File: config.mk
export PLATFORM = sky130hd
export DESIGN_NAME = bbn_regs
export DESIGN_NICKNAME = d
export VERILOG_FILES = /design/src/verilog/bbn_pkg.sv /design/src/verilog/bbn_regs.sv
export SDC_FILE = /design/constraint.sdc
export NUM_CORES = 1
export LEC_CHECK = 0
export BUFFER_PORTS_ARGS = -buffer_cell sky130_fd_sc_hd__buf_2
export CORE_MARGIN = 2
export CORE_UTILIZATION = 53
export DETAILED_ROUTE_END_ITERATION = 7
export HOLD_SLACK_MARGIN = 0.06
export PLACE_DENSITY = 0.86
export SKIP_LAST_GASP = 1
export SLEW_MARGIN = 20
export SYNTH_ARGS = -nofsm -noshare
export SYNTH_HDL_FRONTEND = slang
export SYNTH_SLANG_ARGS = --single-unit
File: constraint.sdc
create_clock -name CORE_CLK_I -period 2.6 [get_ports CORE_CLK_I]
set_input_delay 0.52 -clock CORE_CLK_I [delete_from_list [all_inputs] [get_ports CORE_CLK_I]]
set_output_delay 0.52 -clock CORE_CLK_I [all_outputs]
set_load 0.01 [all_outputs]
File: src/verilog/bbn_pkg.sv
// Package of offsets, reset values, field positions and carriers for the bus-number bank
package bbn_pkg;

    // ********************************************
    // Register byte offsets in configuration space
    // ********************************************
    localparam logic [7:0] UPSTREAM_BUS_OFS = 8'h18;
    localparam logic [7:0] DOWNSTREAM_BUS_OFS = 8'h19;
    localparam logic [7:0] HIGHEST_BELOW_OFS = 8'h1A;
    localparam logic [7:0] LATENCY_TIMER_OFS = 8'h1B;
    localparam logic [7:0] IO_BOTTOM_OFS = 8'h1C;
    localparam logic [7:0] IO_TOP_OFS = 8'h1D;
    // Dword indices of the two words that this bank answers
    localparam logic [5:0] BUS_WORD_IDX = 6'h06;
    localparam logic [5:0] IO_WORD_IDX = 6'h07;

    // ********************************************
    // Reset values and field layout
    // ********************************************
    localparam logic [7:0] BUS_NUM_RST = 8'h00;
    localparam logic [7:0] LAT_TIMER_RST = 8'h00;
    localparam logic [3:0] IO_NIBBLE_RST = 4'h0;
    localparam logic [3:0] IO_ADDRESSING_CAPABILITY = 4'h1; // 32-bit I/O decode
    localparam int IO_NIBBLE_LSB = 4;
    localparam logic [11:0] IO_BOTTOM_LOW = 12'h000;
    localparam logic [11:0] IO_TOP_LOW = 12'hFFF;

    // ********************************************
    // Carriers
    // ********************************************
    // One configuration access on the upstream link, dword addressed with byte enables
    typedef struct packed {
        logic wr;
        logic rd;
        logic [5:0] dw_idx;
        logic [3:0] be;
        logic [31:0] wdata;
    } bbn_cfg_req_type;

    // Read completion
    typedef struct packed {
        logic valid;
        logic [31:0] rdata;
    } bbn_cfg_rsp_type;

    // Verdict on a type-1 configuration request
    typedef struct packed {
        logic valid;
        logic to_type0;
        logic pass_type1;
        logic unclaimed;
    } bbn_cfg1_rsp_type;

    // Verdict on an I/O transaction
    typedef struct packed {
        logic valid;
        logic forward;
    } bbn_io_rsp_type;

endpackage

File: src/verilog/bbn_regs.sv
// Bus number, latency timer and I/O window register bank with its decoders
`timescale 1ns/1ps
// Summary of operation
// - Upstream bus number: 8-bit read/write, resets to zero.
// - Downstream bus number: 8-bit read/write, reset zero, steers type-1 answers.
// - Highest-below bus number: 8-bit read/write, reset zero, used in type-1 decode.
// - Downstream latency timer: 8-bit read/write, reset zero, in downstream clocks.
// - Forward I/O only when address lies within bottom and top, inclusive.
// - Bottom nibble gives address bits 15:12; bits 11:0 of bottom are zero.
// - Top nibble gives address bits 15:12; bits 11:0 of top are ones.
// - Bottom address bits 31:16 come from the base-extension register.
// - Top address bits 31:16 come from the limit-extension register.
// - Low nibbles of both window bytes read-only one: 32-bit I/O capable.
module bbn_regs #(
    parameter int BUS_NUM_W = 8
) (
    // Clock and reset
    input wire logic CORE_CLK_I,
    input wire logic RST_N_I,
    // Configuration access from the upstream link
    input wire bbn_pkg::bbn_cfg_req_type CFG_REQ_I,
    output bbn_pkg::bbn_cfg_rsp_type CFG_RSP_O,
    // Upper 16 window bits held in the extension registers
    input wire logic [15:0] IO_BASE_UPPER_I,
    input wire logic [15:0] IO_LIMIT_UPPER_I,
    // Type-1 configuration request decode
    input wire logic CFG1_VALID_I,
    input wire logic [7:0] CFG1_BUS_I,
    output bbn_pkg::bbn_cfg1_rsp_type CFG1_RSP_O,
    // I/O forwarding decode
    input wire logic IO_VALID_I,
    input wire logic [31:0] IO_ADDR_I,
    output bbn_pkg::bbn_io_rsp_type IO_RSP_O,
    // Register values for the rest of the bridge
    output logic [7:0] UPSTREAM_BUS_O,
    output logic [7:0] LATENCY_TIMER_O
);

    // ********************************************
    // Elaboration check
    // ********************************************
    // Bus numbers are byte fields of the header; no other width can be served
    if (BUS_NUM_W != 8)
    begin : g_width_check
        $error("BUS_NUM_W must be 8");
    end

    // ********************************************
    // Register storage
    // ********************************************
    logic [7:0] upstream_bus_q, upstream_bus_d;
    logic [7:0] downstream_bus_q, downstream_bus_d;
    logic [7:0] highest_below_q, highest_below_d;
    logic [7:0] latency_timer_q, latency_timer_d;
    logic [3:0] io_window_bottom_nibble_q, io_window_bottom_nibble_d;
    logic [3:0] io_window_top_nibble_q, io_window_top_nibble_d;
    logic bus_word_hit;
    logic io_word_hit;

    assign bus_word_hit = CFG_REQ_I.dw_idx == bbn_pkg::BUS_WORD_IDX;
    assign io_word_hit = CFG_REQ_I.dw_idx == bbn_pkg::IO_WORD_IDX;

    // Byte-lane writes; the low nibble of each window byte has no storage at all
    always_comb
    begin
        upstream_bus_d = upstream_bus_q;
        downstream_bus_d = downstream_bus_q;
        highest_below_d = highest_below_q;
        latency_timer_d = latency_timer_q;
        io_window_bottom_nibble_d = io_window_bottom_nibble_q;
        io_window_top_nibble_d = io_window_top_nibble_q;
        if (CFG_REQ_I.wr && bus_word_hit)
        begin
            if (CFG_REQ_I.be[0])
                upstream_bus_d = CFG_REQ_I.wdata[7:0];
            if (CFG_REQ_I.be[1])
                downstream_bus_d = CFG_REQ_I.wdata[15:8];
            if (CFG_REQ_I.be[2])
                highest_below_d = CFG_REQ_I.wdata[23:16];
            if (CFG_REQ_I.be[3])
                latency_timer_d = CFG_REQ_I.wdata[31:24];
        end
        if (CFG_REQ_I.wr && io_word_hit)
        begin
            if (CFG_REQ_I.be[0])
                io_window_bottom_nibble_d = CFG_REQ_I.wdata[7:4];
            if (CFG_REQ_I.be[1])
                io_window_top_nibble_d = CFG_REQ_I.wdata[15:12];
        end
    end

    // Storage flops
    always_ff @(posedge CORE_CLK_I or negedge RST_N_I)
    begin
        if (!RST_N_I)
        begin
            upstream_bus_q <= bbn_pkg::BUS_NUM_RST;
            downstream_bus_q <= bbn_pkg::BUS_NUM_RST;
            highest_below_q <= bbn_pkg::BUS_NUM_RST;
            latency_timer_q <= bbn_pkg::LAT_TIMER_RST;
            io_window_bottom_nibble_q <= bbn_pkg::IO_NIBBLE_RST;
            io_window_top_nibble_q <= bbn_pkg::IO_NIBBLE_RST;
        end
        else
        begin
            upstream_bus_q <= upstream_bus_d;
            downstream_bus_q <= downstream_bus_d;
            highest_below_q <= highest_below_d;
            latency_timer_q <= latency_timer_d;
            io_window_bottom_nibble_q <= io_window_bottom_nibble_d;
            io_window_top_nibble_q <= io_window_top_nibble_d;
        end
    end

    // ********************************************
    // Read completions
    // ********************************************
    bbn_pkg::bbn_cfg_rsp_type cfg_rsp_q, cfg_rsp_d;
    logic [7:0] io_bottom_byte;
    logic [7:0] io_top_byte;

    // Low nibble is the fixed capability code on every read
    assign io_bottom_byte = {io_window_bottom_nibble_q, bbn_pkg::IO_ADDRESSING_CAPABILITY};
    assign io_top_byte = {io_window_top_nibble_q, bbn_pkg::IO_ADDRESSING_CAPABILITY};

    // Whole dword returned; unmapped words and the status half read as zero
    always_comb
    begin
        cfg_rsp_d.valid = CFG_REQ_I.rd;
        cfg_rsp_d.rdata = 32'h0000_0000;
        if (CFG_REQ_I.rd && bus_word_hit)
            cfg_rsp_d.rdata = {latency_timer_q, highest_below_q, downstream_bus_q, upstream_bus_q};
        else if (CFG_REQ_I.rd && io_word_hit)
            cfg_rsp_d.rdata = {16'h0000, io_top_byte, io_bottom_byte};
    end

    // Completion flops
    always_ff @(posedge CORE_CLK_I or negedge RST_N_I)
    begin
        if (!RST_N_I)
            cfg_rsp_q <= '0;
        else
            cfg_rsp_q <= cfg_rsp_d;
    end

    // ********************************************
    // Type-1 configuration decode
    // ********************************************
    bbn_pkg::bbn_cfg1_rsp_type cfg1_rsp_q, cfg1_rsp_d;

    // Exact match turns into a type-0 cycle, deeper buses travel on as type-1
    always_comb
    begin
        cfg1_rsp_d.valid = CFG1_VALID_I;
        cfg1_rsp_d.to_type0 = CFG1_VALID_I && (CFG1_BUS_I == downstream_bus_q);
        cfg1_rsp_d.pass_type1 = CFG1_VALID_I && (CFG1_BUS_I > downstream_bus_q)
            && (CFG1_BUS_I <= highest_below_q);
        cfg1_rsp_d.unclaimed = CFG1_VALID_I && !cfg1_rsp_d.to_type0 && !cfg1_rsp_d.pass_type1;
    end

    // Verdict flops
    always_ff @(posedge CORE_CLK_I or negedge RST_N_I)
    begin
        if (!RST_N_I)
            cfg1_rsp_q <= '0;
        else
            cfg1_rsp_q <= cfg1_rsp_d;
    end

    // ********************************************
    // I/O window decode
    // ********************************************
    bbn_pkg::bbn_io_rsp_type io_rsp_q, io_rsp_d;
    logic [31:0] io_bottom_addr;
    logic [31:0] io_top_addr;

    assign io_bottom_addr = {IO_BASE_UPPER_I, io_window_bottom_nibble_q,
        bbn_pkg::IO_BOTTOM_LOW};
    assign io_top_addr = {IO_LIMIT_UPPER_I, io_window_top_nibble_q,
        bbn_pkg::IO_TOP_LOW};

    // A top below the bottom gives an empty window, so nothing is forwarded
    always_comb
    begin
        io_rsp_d.valid = IO_VALID_I;
        io_rsp_d.forward = IO_VALID_I && (IO_ADDR_I >= io_bottom_addr)
            && (IO_ADDR_I <= io_top_addr);
    end

    // Verdict flops
    always_ff @(posedge CORE_CLK_I or negedge RST_N_I)
    begin
        if (!RST_N_I)
            io_rsp_q <= '0;
        else
            io_rsp_q <= io_rsp_d;
    end

    // ********************************************
    // Outputs
    // ********************************************
    assign CFG_RSP_O = cfg_rsp_q;
    assign CFG1_RSP_O = cfg1_rsp_q;
    assign IO_RSP_O = io_rsp_q;
    assign UPSTREAM_BUS_O = upstream_bus_q;
    assign LATENCY_TIMER_O = latency_timer_q;
endmodule

==> results.py, run 1 <==
metrics = {
    "status": {
        "status": "finished, final reports clean",
    },
    "sta": {
        "report.final.setup_viol": 0,
        "clock_skew_ns": 0.00945,
        "grt_setup_unrepaired": "false",
        "drv_slew": 0,
        "period_needed_ns": 1.88,
        "tightest_slew_ns": 0.945,
        "worst_slack_ns": 0.722,
        "finalCritPeriodShare_pct": 72.2,
        "hold_viol_final": 0,
        "max_clock_freq_ghz": 0.532,
        "tns_ns": 0,
        "maxSlewHeadroom_pct": 37.0,
    },
    "power": {
        "p_leak_nw": 3.34,
        "ir_drop_v": 0.000314,
        "powerDensity_mw_per_mm2": 495,
    },
    "placed_design": {
        "gp_congestion": 0.869,
        "port_buffers": 174,
        "dpl.hpwl_mm": 8.71,
        "post-place-ws_ns": 0.415,
        "post_dp_cell_area_sq_mm": 0.00538,
        "dpl.cell_count": 663,
    },
    "drt": {
        "wirelength_met1_mm": 4.22,
        "top_layer": "met4",
        "drtIter0Drc": 121,
        "wl_mm": 10.7,
        "viasPerCell": 5.31,
        "firstDrtPassIters": 4,
        "met2_wirelength_mm": 5.43,
        "drc": 0,
        "met3_length_microns": 796,
        "vias": 3605,
        "wl_per_cell_microns": 15.7,
        "antenna_left": 0,
    },
    "hold_path": {
        "hp-class": "primary input to register",
        "min_path_cells": 1,
    },
    "yosys": {
        "dominantRegCellSynth": "dfrtp_1",
        "synth.largest_area_cell": "dfrtp_1",
        "ys_top_cells_by_area": "dfrtp_1 (45%), ha_1 (16%), mux2_4 (11%)",
        "avgSynthCellArea_sq_um": 11.3,
        "synthSimpleGateAreaFrac_pct": 13.8,
        "yosysSeqAreaShare_pct": 44.7,
        "synthXorXnorAreaFrac_pct": 0,
        "synth_top_family_by_area": "adder cells",
        "syn-cell-area_sq_mm": 0.00442,
        "async_flop_share_pct": 100,
        "synth-edff-count": 0,
        "synth_compound_area_share_pct": 8.52,
        "synth_top_area_share_pct": 44.7,
        "synth_fa_ha_area_share_pct": 15.9,
        "ys_seq_elements": 79,
        "yosysWarnings": 0,
        "synth_mux_area_share_pct": 11.1,
        "synth_cell_types": 38,
        "syn_nets": 567,
        "netlist_instances": 391,
    },
    "cts": {
        "cts_max_level": 3,
        "clockBufferDepth": 2,
        "cts_buffers": 9,
        "cts_tree": "built",
        "clk_pin_slew_ns": 0.08,
        "cts_resized": 0,
        "root_buffer": "clkbuf_8",
        "ctsHoldBuffers": 0,
        "post-cts-setup-buffers": 0,
        "clk-insertion-delay-late_ns": 0.35,
        "cts_sinks": 79,
    },
    "layout": {
        "n_fill_cell": 627,
        "layout-drive-gt1-share_pct": 40.6,
        "stdcell_count": 679,
        "final_area_sq_mm": 0.00558,
        "area_growth_syn_to_layout_pct": 26.4,
        "num_antenna_cells": 0,
        "final_common_cell": "buf_2",
        "layout_common_cells": "buf_2 (173), dfrtp_1 (79), inv_1 (59)",
        "nets": 745,
    },
    "die": {
        "die_area_sq_mm": 0.00908,
        "die_h_microns": 95.3,
        "placeableCoreArea_sq_mm": 0.00813,
        "die_w_microns": 95.3,
        "row_count": 33,
        "start_util_pct": 54.3,
        "ios": 175,
    },
    "setup_path": {
        "critical_path_class": "register to register",
        "critPathLaunchType": "register",
        "reg2reg_depth": 8,
        "worst_ep_arrival_time_ns": 2.10,
        "end_kind": "register",
        "worstPathMaxFanout": 2,
        "crit_required_ns": 2.83,
    },
    "grt": {
        "track_usage_pct": 24.1,
        "grt_max_degree": 80,
        "antenna_found_initial": 0,
        "grt-ovfl-total": 0,
        "grt_pass1_vias": 3701,
        "grt_pass1_wl_mm": 16.8,
    },
    "flow_run": {
        "cap_violations": 0,
    },
}
[cell type report]
class,count,area (sq um),area share (%)
Clock buffer,9,124,2.22
Clock inverter,7,80.1,1.43
Inverter,59,221,3.97
Multi-Input combinational cell,246,2180,39.0
Sequential cell,79,1980,35.4
Tap cell,105,131,2.35
Timing Repair Buffer,174,873,15.6
[worst max-delay path, stage by stage, from the launching register on]
cell and delay, ns:
dfrtp_1 0.39, inv_1 0.09, ha_1 0.24, o21ai_0 0.18, a21oi_1 0.07, a311oi_1 0.28
o21ai_0 0.15, a221oi_1 0.28, a21oi_1 0.07
[registers in the layout, summed over array words and instances (netlist names)]
register,count
CFG1_RSP_O,4
highest_below_q,8
io_window_bottom_nibble_q,4
io_window_top_nibble_q,4
IO_RSP_O,2
LATENCY_TIMER_O,8
CFG_RSP_O,33
UPSTREAM_BUS_O,8
downstream_bus_q,8
[synth_stat cells, drive strengths merged, types with 2 or more instances]
master and count:
nor3 4, nand2 20, nand2b 6, inv 59
buf 3, nor2b 6, mux2 33, dfrtp 79
nor2 7, a21o 7, nor4 3, nand4 13
and2 2, o21ai 18, clkbuf 4, a22o 9
a21oi 20, nand3 5, and3 25, ha 56
[per-stage QoR]
| step | total power [mW] | hold slack [ns] | utilization (%) |
|---|---|---|---|
| 2_1_floorplan | 1.63 | 0.224 | - |
| 3_3_place_gp | 1.84 | 0.479 | 66.1 |
| 3_5_place_dp | 1.87 | 0.482 | 66.1 |
| 4_1_cts | 2.78 | 0.285 | 68.7 |
| 5_1_grt | 2.91 | 0.297 | 68.7 |
| 6_report | 2.76 | 0.295 | 68.7 |
[final timing paths]
| check | from | endpoint | slack [ns] |
|---|---|---|---|
| setup / recovery | io_window_bottom_nibble_q[2] | IO_RSP_O[0] | 0.72 |
| hold / removal | CFG1_VALID_I | CFG1_RSP_O[3] | 0.29 |
| setup reg to reg | io_window_bottom_nibble_q[2] | IO_RSP_O[0] | 0.72 |
| hold reg to reg | io_window_top_nibble_q[3] | CFG_RSP_O[15] | 0.50 |
| max in group asynchronous | RST_N_I | UPSTREAM_BUS_O[6] | 1.69 |
| min in group asynchronous | RST_N_I | CFG_RSP_O[19] | 0.32 |
[kinds of logic after synthesis]
logic type | after synthesis
flip-flops | 79
buffers and inverters | 66
adder cells (fa/ha/maj) | 56
AO/OA/AOI/OAI | 61
AND/OR/NAND/NOR | 96
multiplexers | 33
[where the power goes]
group | internal, mW | switching (mW)
clock | 0.453 | 0.464
combinational | 0.254 | 0.256
sequential | 1.29 | 0.0459
[per-layer routing]
metal	global-route usage, %	vias up
li1	-	1722
met1	27.5	1710
met2	44.1	151
met3	4.51	22
met4	10.0	0
met5	0	-
Power figures use the tool's default switching activity.
==> run 2: changes to the inputs <==
CORE_UTILIZATION = 49   (was 53)
PLACE_DENSITY = 0.81   (was 0.86)
clock period = 1.8 ns   (was 2.6 ns; I/O delays follow)
==> run 2 against run 1 <==
Clock skew rose by 0.0053 ns. Count of clock-buffer cells in the layout did not move. Sequential share of layout area fell by 1.2 points. First-iteration DRC count shrank 8.3%. Non-clock buffer count increased by 13. Wire length is 1.6% lower. Highest routed layer unchanged. Clock power up 49%. Critical endpoint unchanged. Register-to-register slack got worse by 0.67 ns. Largest cell class unchanged. Combinational power up 56%.
==> results.py, run 2 (same netlist as run 1, synthesis figures left out) <==
metrics = {
    "status": {
        "status": "finished, final reports clean",
    },
    "hold_path": {
        "hp-class": "primary input to register",
        "min_path_cells": 1,
    },
    "die": {
        "die_area_sq_mm": 0.00979,
        "ios": 175,
        "placeableCoreArea_sq_mm": 0.00872,
        "start_util_pct": 50.7,
        "row_count": 34,
        "die_h_microns": 99.0,
        "die_w_microns": 99.0,
    },
    "cts": {
        "cts_max_level": 3,
        "root_buffer": "clkbuf_8",
        "cts_buffers": 9,
        "cts_tree": "built",
        "clockBufferDepth": 2,
        "clk-insertion-delay-late_ns": 0.35,
        "clk_pin_slew_ns": 0.09,
        "cts_sinks": 79,
    },
    "power": {
        "p_leak_nw": 3.43,
        "ir_drop_v": 0.000351,
        "powerDensity_mw_per_mm2": 707,
    },
    "layout": {
        "layout-drive-gt1-share_pct": 43.8,
        "num_antenna_cells": 0,
        "area_growth_syn_to_layout_pct": 30.9,
        "n_fill_cell": 665,
        "final_common_cell": "buf_2",
        "nets": 758,
        "multiInputGateArea_sq_mm": 0.00226,
        "layout_common_cells": "buf_2 (173), dfrtp_1 (79), inv_1 (57)",
        "largest_register_ffs": 33,
        "ff_latch_area_sq_mm": 0.00198,
    },
    "grt": {
        "grt_pass1_vias": 3865,
        "grt_pass1_wl_mm": 17.6,
        "antenna_found_initial": 0,
        "grt_max_degree": 43,
        "track_usage_pct": 22.2,
        "grt-ovfl-total": 0,
    },
    "setup_path": {
        "critPathLaunchType": "register",
        "critical_path_class": "register to register",
        "worstPathMaxFanout": 2,
        "end_kind": "register",
        "crit_required_ns": 2.07,
        "crit_path_cell_trace": "inv_1, ha_4, nand4_1, or4_4, nor3_4, nand4_1, a21oi_1",
        "critPathMostFrequentCell": "nand4_1",
        "reg2reg_depth": 7,
        "worst_ep_arrival_time_ns": 2.02,
        "critPathMaxStageDelay_ns": 0.54,
        "slowest_stage": "or4_4",
    },
    "sta": {
        "timing.hold.ws_ns": 0.145,
        "finalCritPeriodShare_pct": 97.3,
        "grt_setup_unrepaired": "true",
        "report.final.setup_viol": 0,
        "clock_skew_ns": 0.0147,
        "period_needed_ns": 1.75,
        "hold_viol_final": 0,
        "tightest_slew_ns": 0.365,
        "max_clock_freq_ghz": 0.571,
        "worst_slack_ns": 0.0486,
        "maxSlewHeadroom_pct": 75.7,
        "drv_slew": 0,
        "tns_ns": 0,
    },
    "drt": {
        "firstDrtPassIters": 4,
        "drtIter0Drc": 111,
        "met3_length_microns": 691,
        "met2_wirelength_mm": 5.47,
        "wirelength_met1_mm": 4.21,
        "antenna_left": 0,
        "top_layer": "met4",
        "vias": 3552,
        "viasPerCell": 5.11,
        "wl_mm": 10.5,
        "wl_per_cell_microns": 15.1,
        "drc": 0,
    },
    "flow_run": {
        "cap_violations": 0,
    },
    "placed_design": {
        "post-place-ws_ns": -0.156,
        "dpl.hpwl_mm": 8.59,
        "port_buffers": 174,
        "gp_congestion": 0.840,
    },
}
-- run 2: changes by cell type in the layout (fill, tap and decap cells not counted), moves of 2 or more --
cell / previous run / this run
ha_1: 56 / 53
ha_4: 0 / 3
inv_8: 0 / 2
o21ai_0: 18 / 13
buf_4: 1 / 12
inv_2: 0 / 2
o21ai_1: 0 / 5
inv_1: 59 / 57
-- run 2: worst max-delay path, delay by kind of cell, from the launching register on --
family,cells,cell delay [ns]
AO/OA/AOI/OAI,1,0.13
AND/OR/NAND/NOR,4,0.85
flip-flops,1,0.35
adder cells (fa/ha/maj),1,0.27
buffers and inverters,1,0.08
-- run 2: cell type report --
type,instances,area share (%)
multi-input cells,246,39.0
flip-flops and latches,79,34.2
repair buffers,187,17.0
inverters,59,3.83
well taps,108,2.34
clock buffers,9,2.14
clock inverters,7,1.49
-- run 2: path summary, 6_finish.rpt --
| path | start | end | slack (ns) |
|---|---|---|---|
| worst max-delay path | io_window_top_nibble_q[3] | IO_RSP_O[0] | 0.05 |
| worst min-delay path | CFG1_VALID_I | CFG1_RSP_O[3] | 0.14 |
| worst max register to register | io_window_top_nibble_q[3] | IO_RSP_O[0] | 0.05 |
| worst min register to register | io_window_top_nibble_q[0] | CFG_RSP_O[12] | 0.50 |
| max in group asynchronous | RST_N_I | CFG_RSP_O[7] | 0.82 |
| min in group asynchronous | RST_N_I | CFG_RSP_O[19] | 0.39 |
-- run 2: per-layer routing --
layer / track usage, % / vias up
li1: - / 1745
met1: 26.5 / 1665
met5: 0 / -
met4: 7.69 / 0
met2: 39.6 / 128
met3: 4.68 / 14
-- run 2: power breakdown --
part | switching [mW] | internal, mW | leakage (nW)
clock | 0.697 | 0.672 | 0.104
sequential | 0.0639 | 1.87 | 1.05
combinational | 0.388 | 0.406 | 2.27
-- run 2: metrics by stage --
| step | instances | power [mW] | utilization, % | area (sq um) |
|---|---|---|---|---|
| finish | 695 | 4.09 | 66.4 | 5790 |
| global route | 695 | 4.32 | 66.4 | 5790 |
| CTS | 692 | 4.10 | 65.4 | 5700 |
| detailed placement | 675 | 2.71 | 62.7 | 5460 |
| global placement | 675 | 2.67 | 62.7 | 5460 |
| floorplan | 391 | 2.35 | - | 4420 |
-- run 2: what timing repair did --
action,4_1_cts,5_1_grt
resized for setup,4,14
buffers inserted,0,3
endpoints found under the hold margin,11,0
pin swaps,1,6
gates cloned,0,0
hold buffers,1,0
endpoints found under the setup margin,1,3
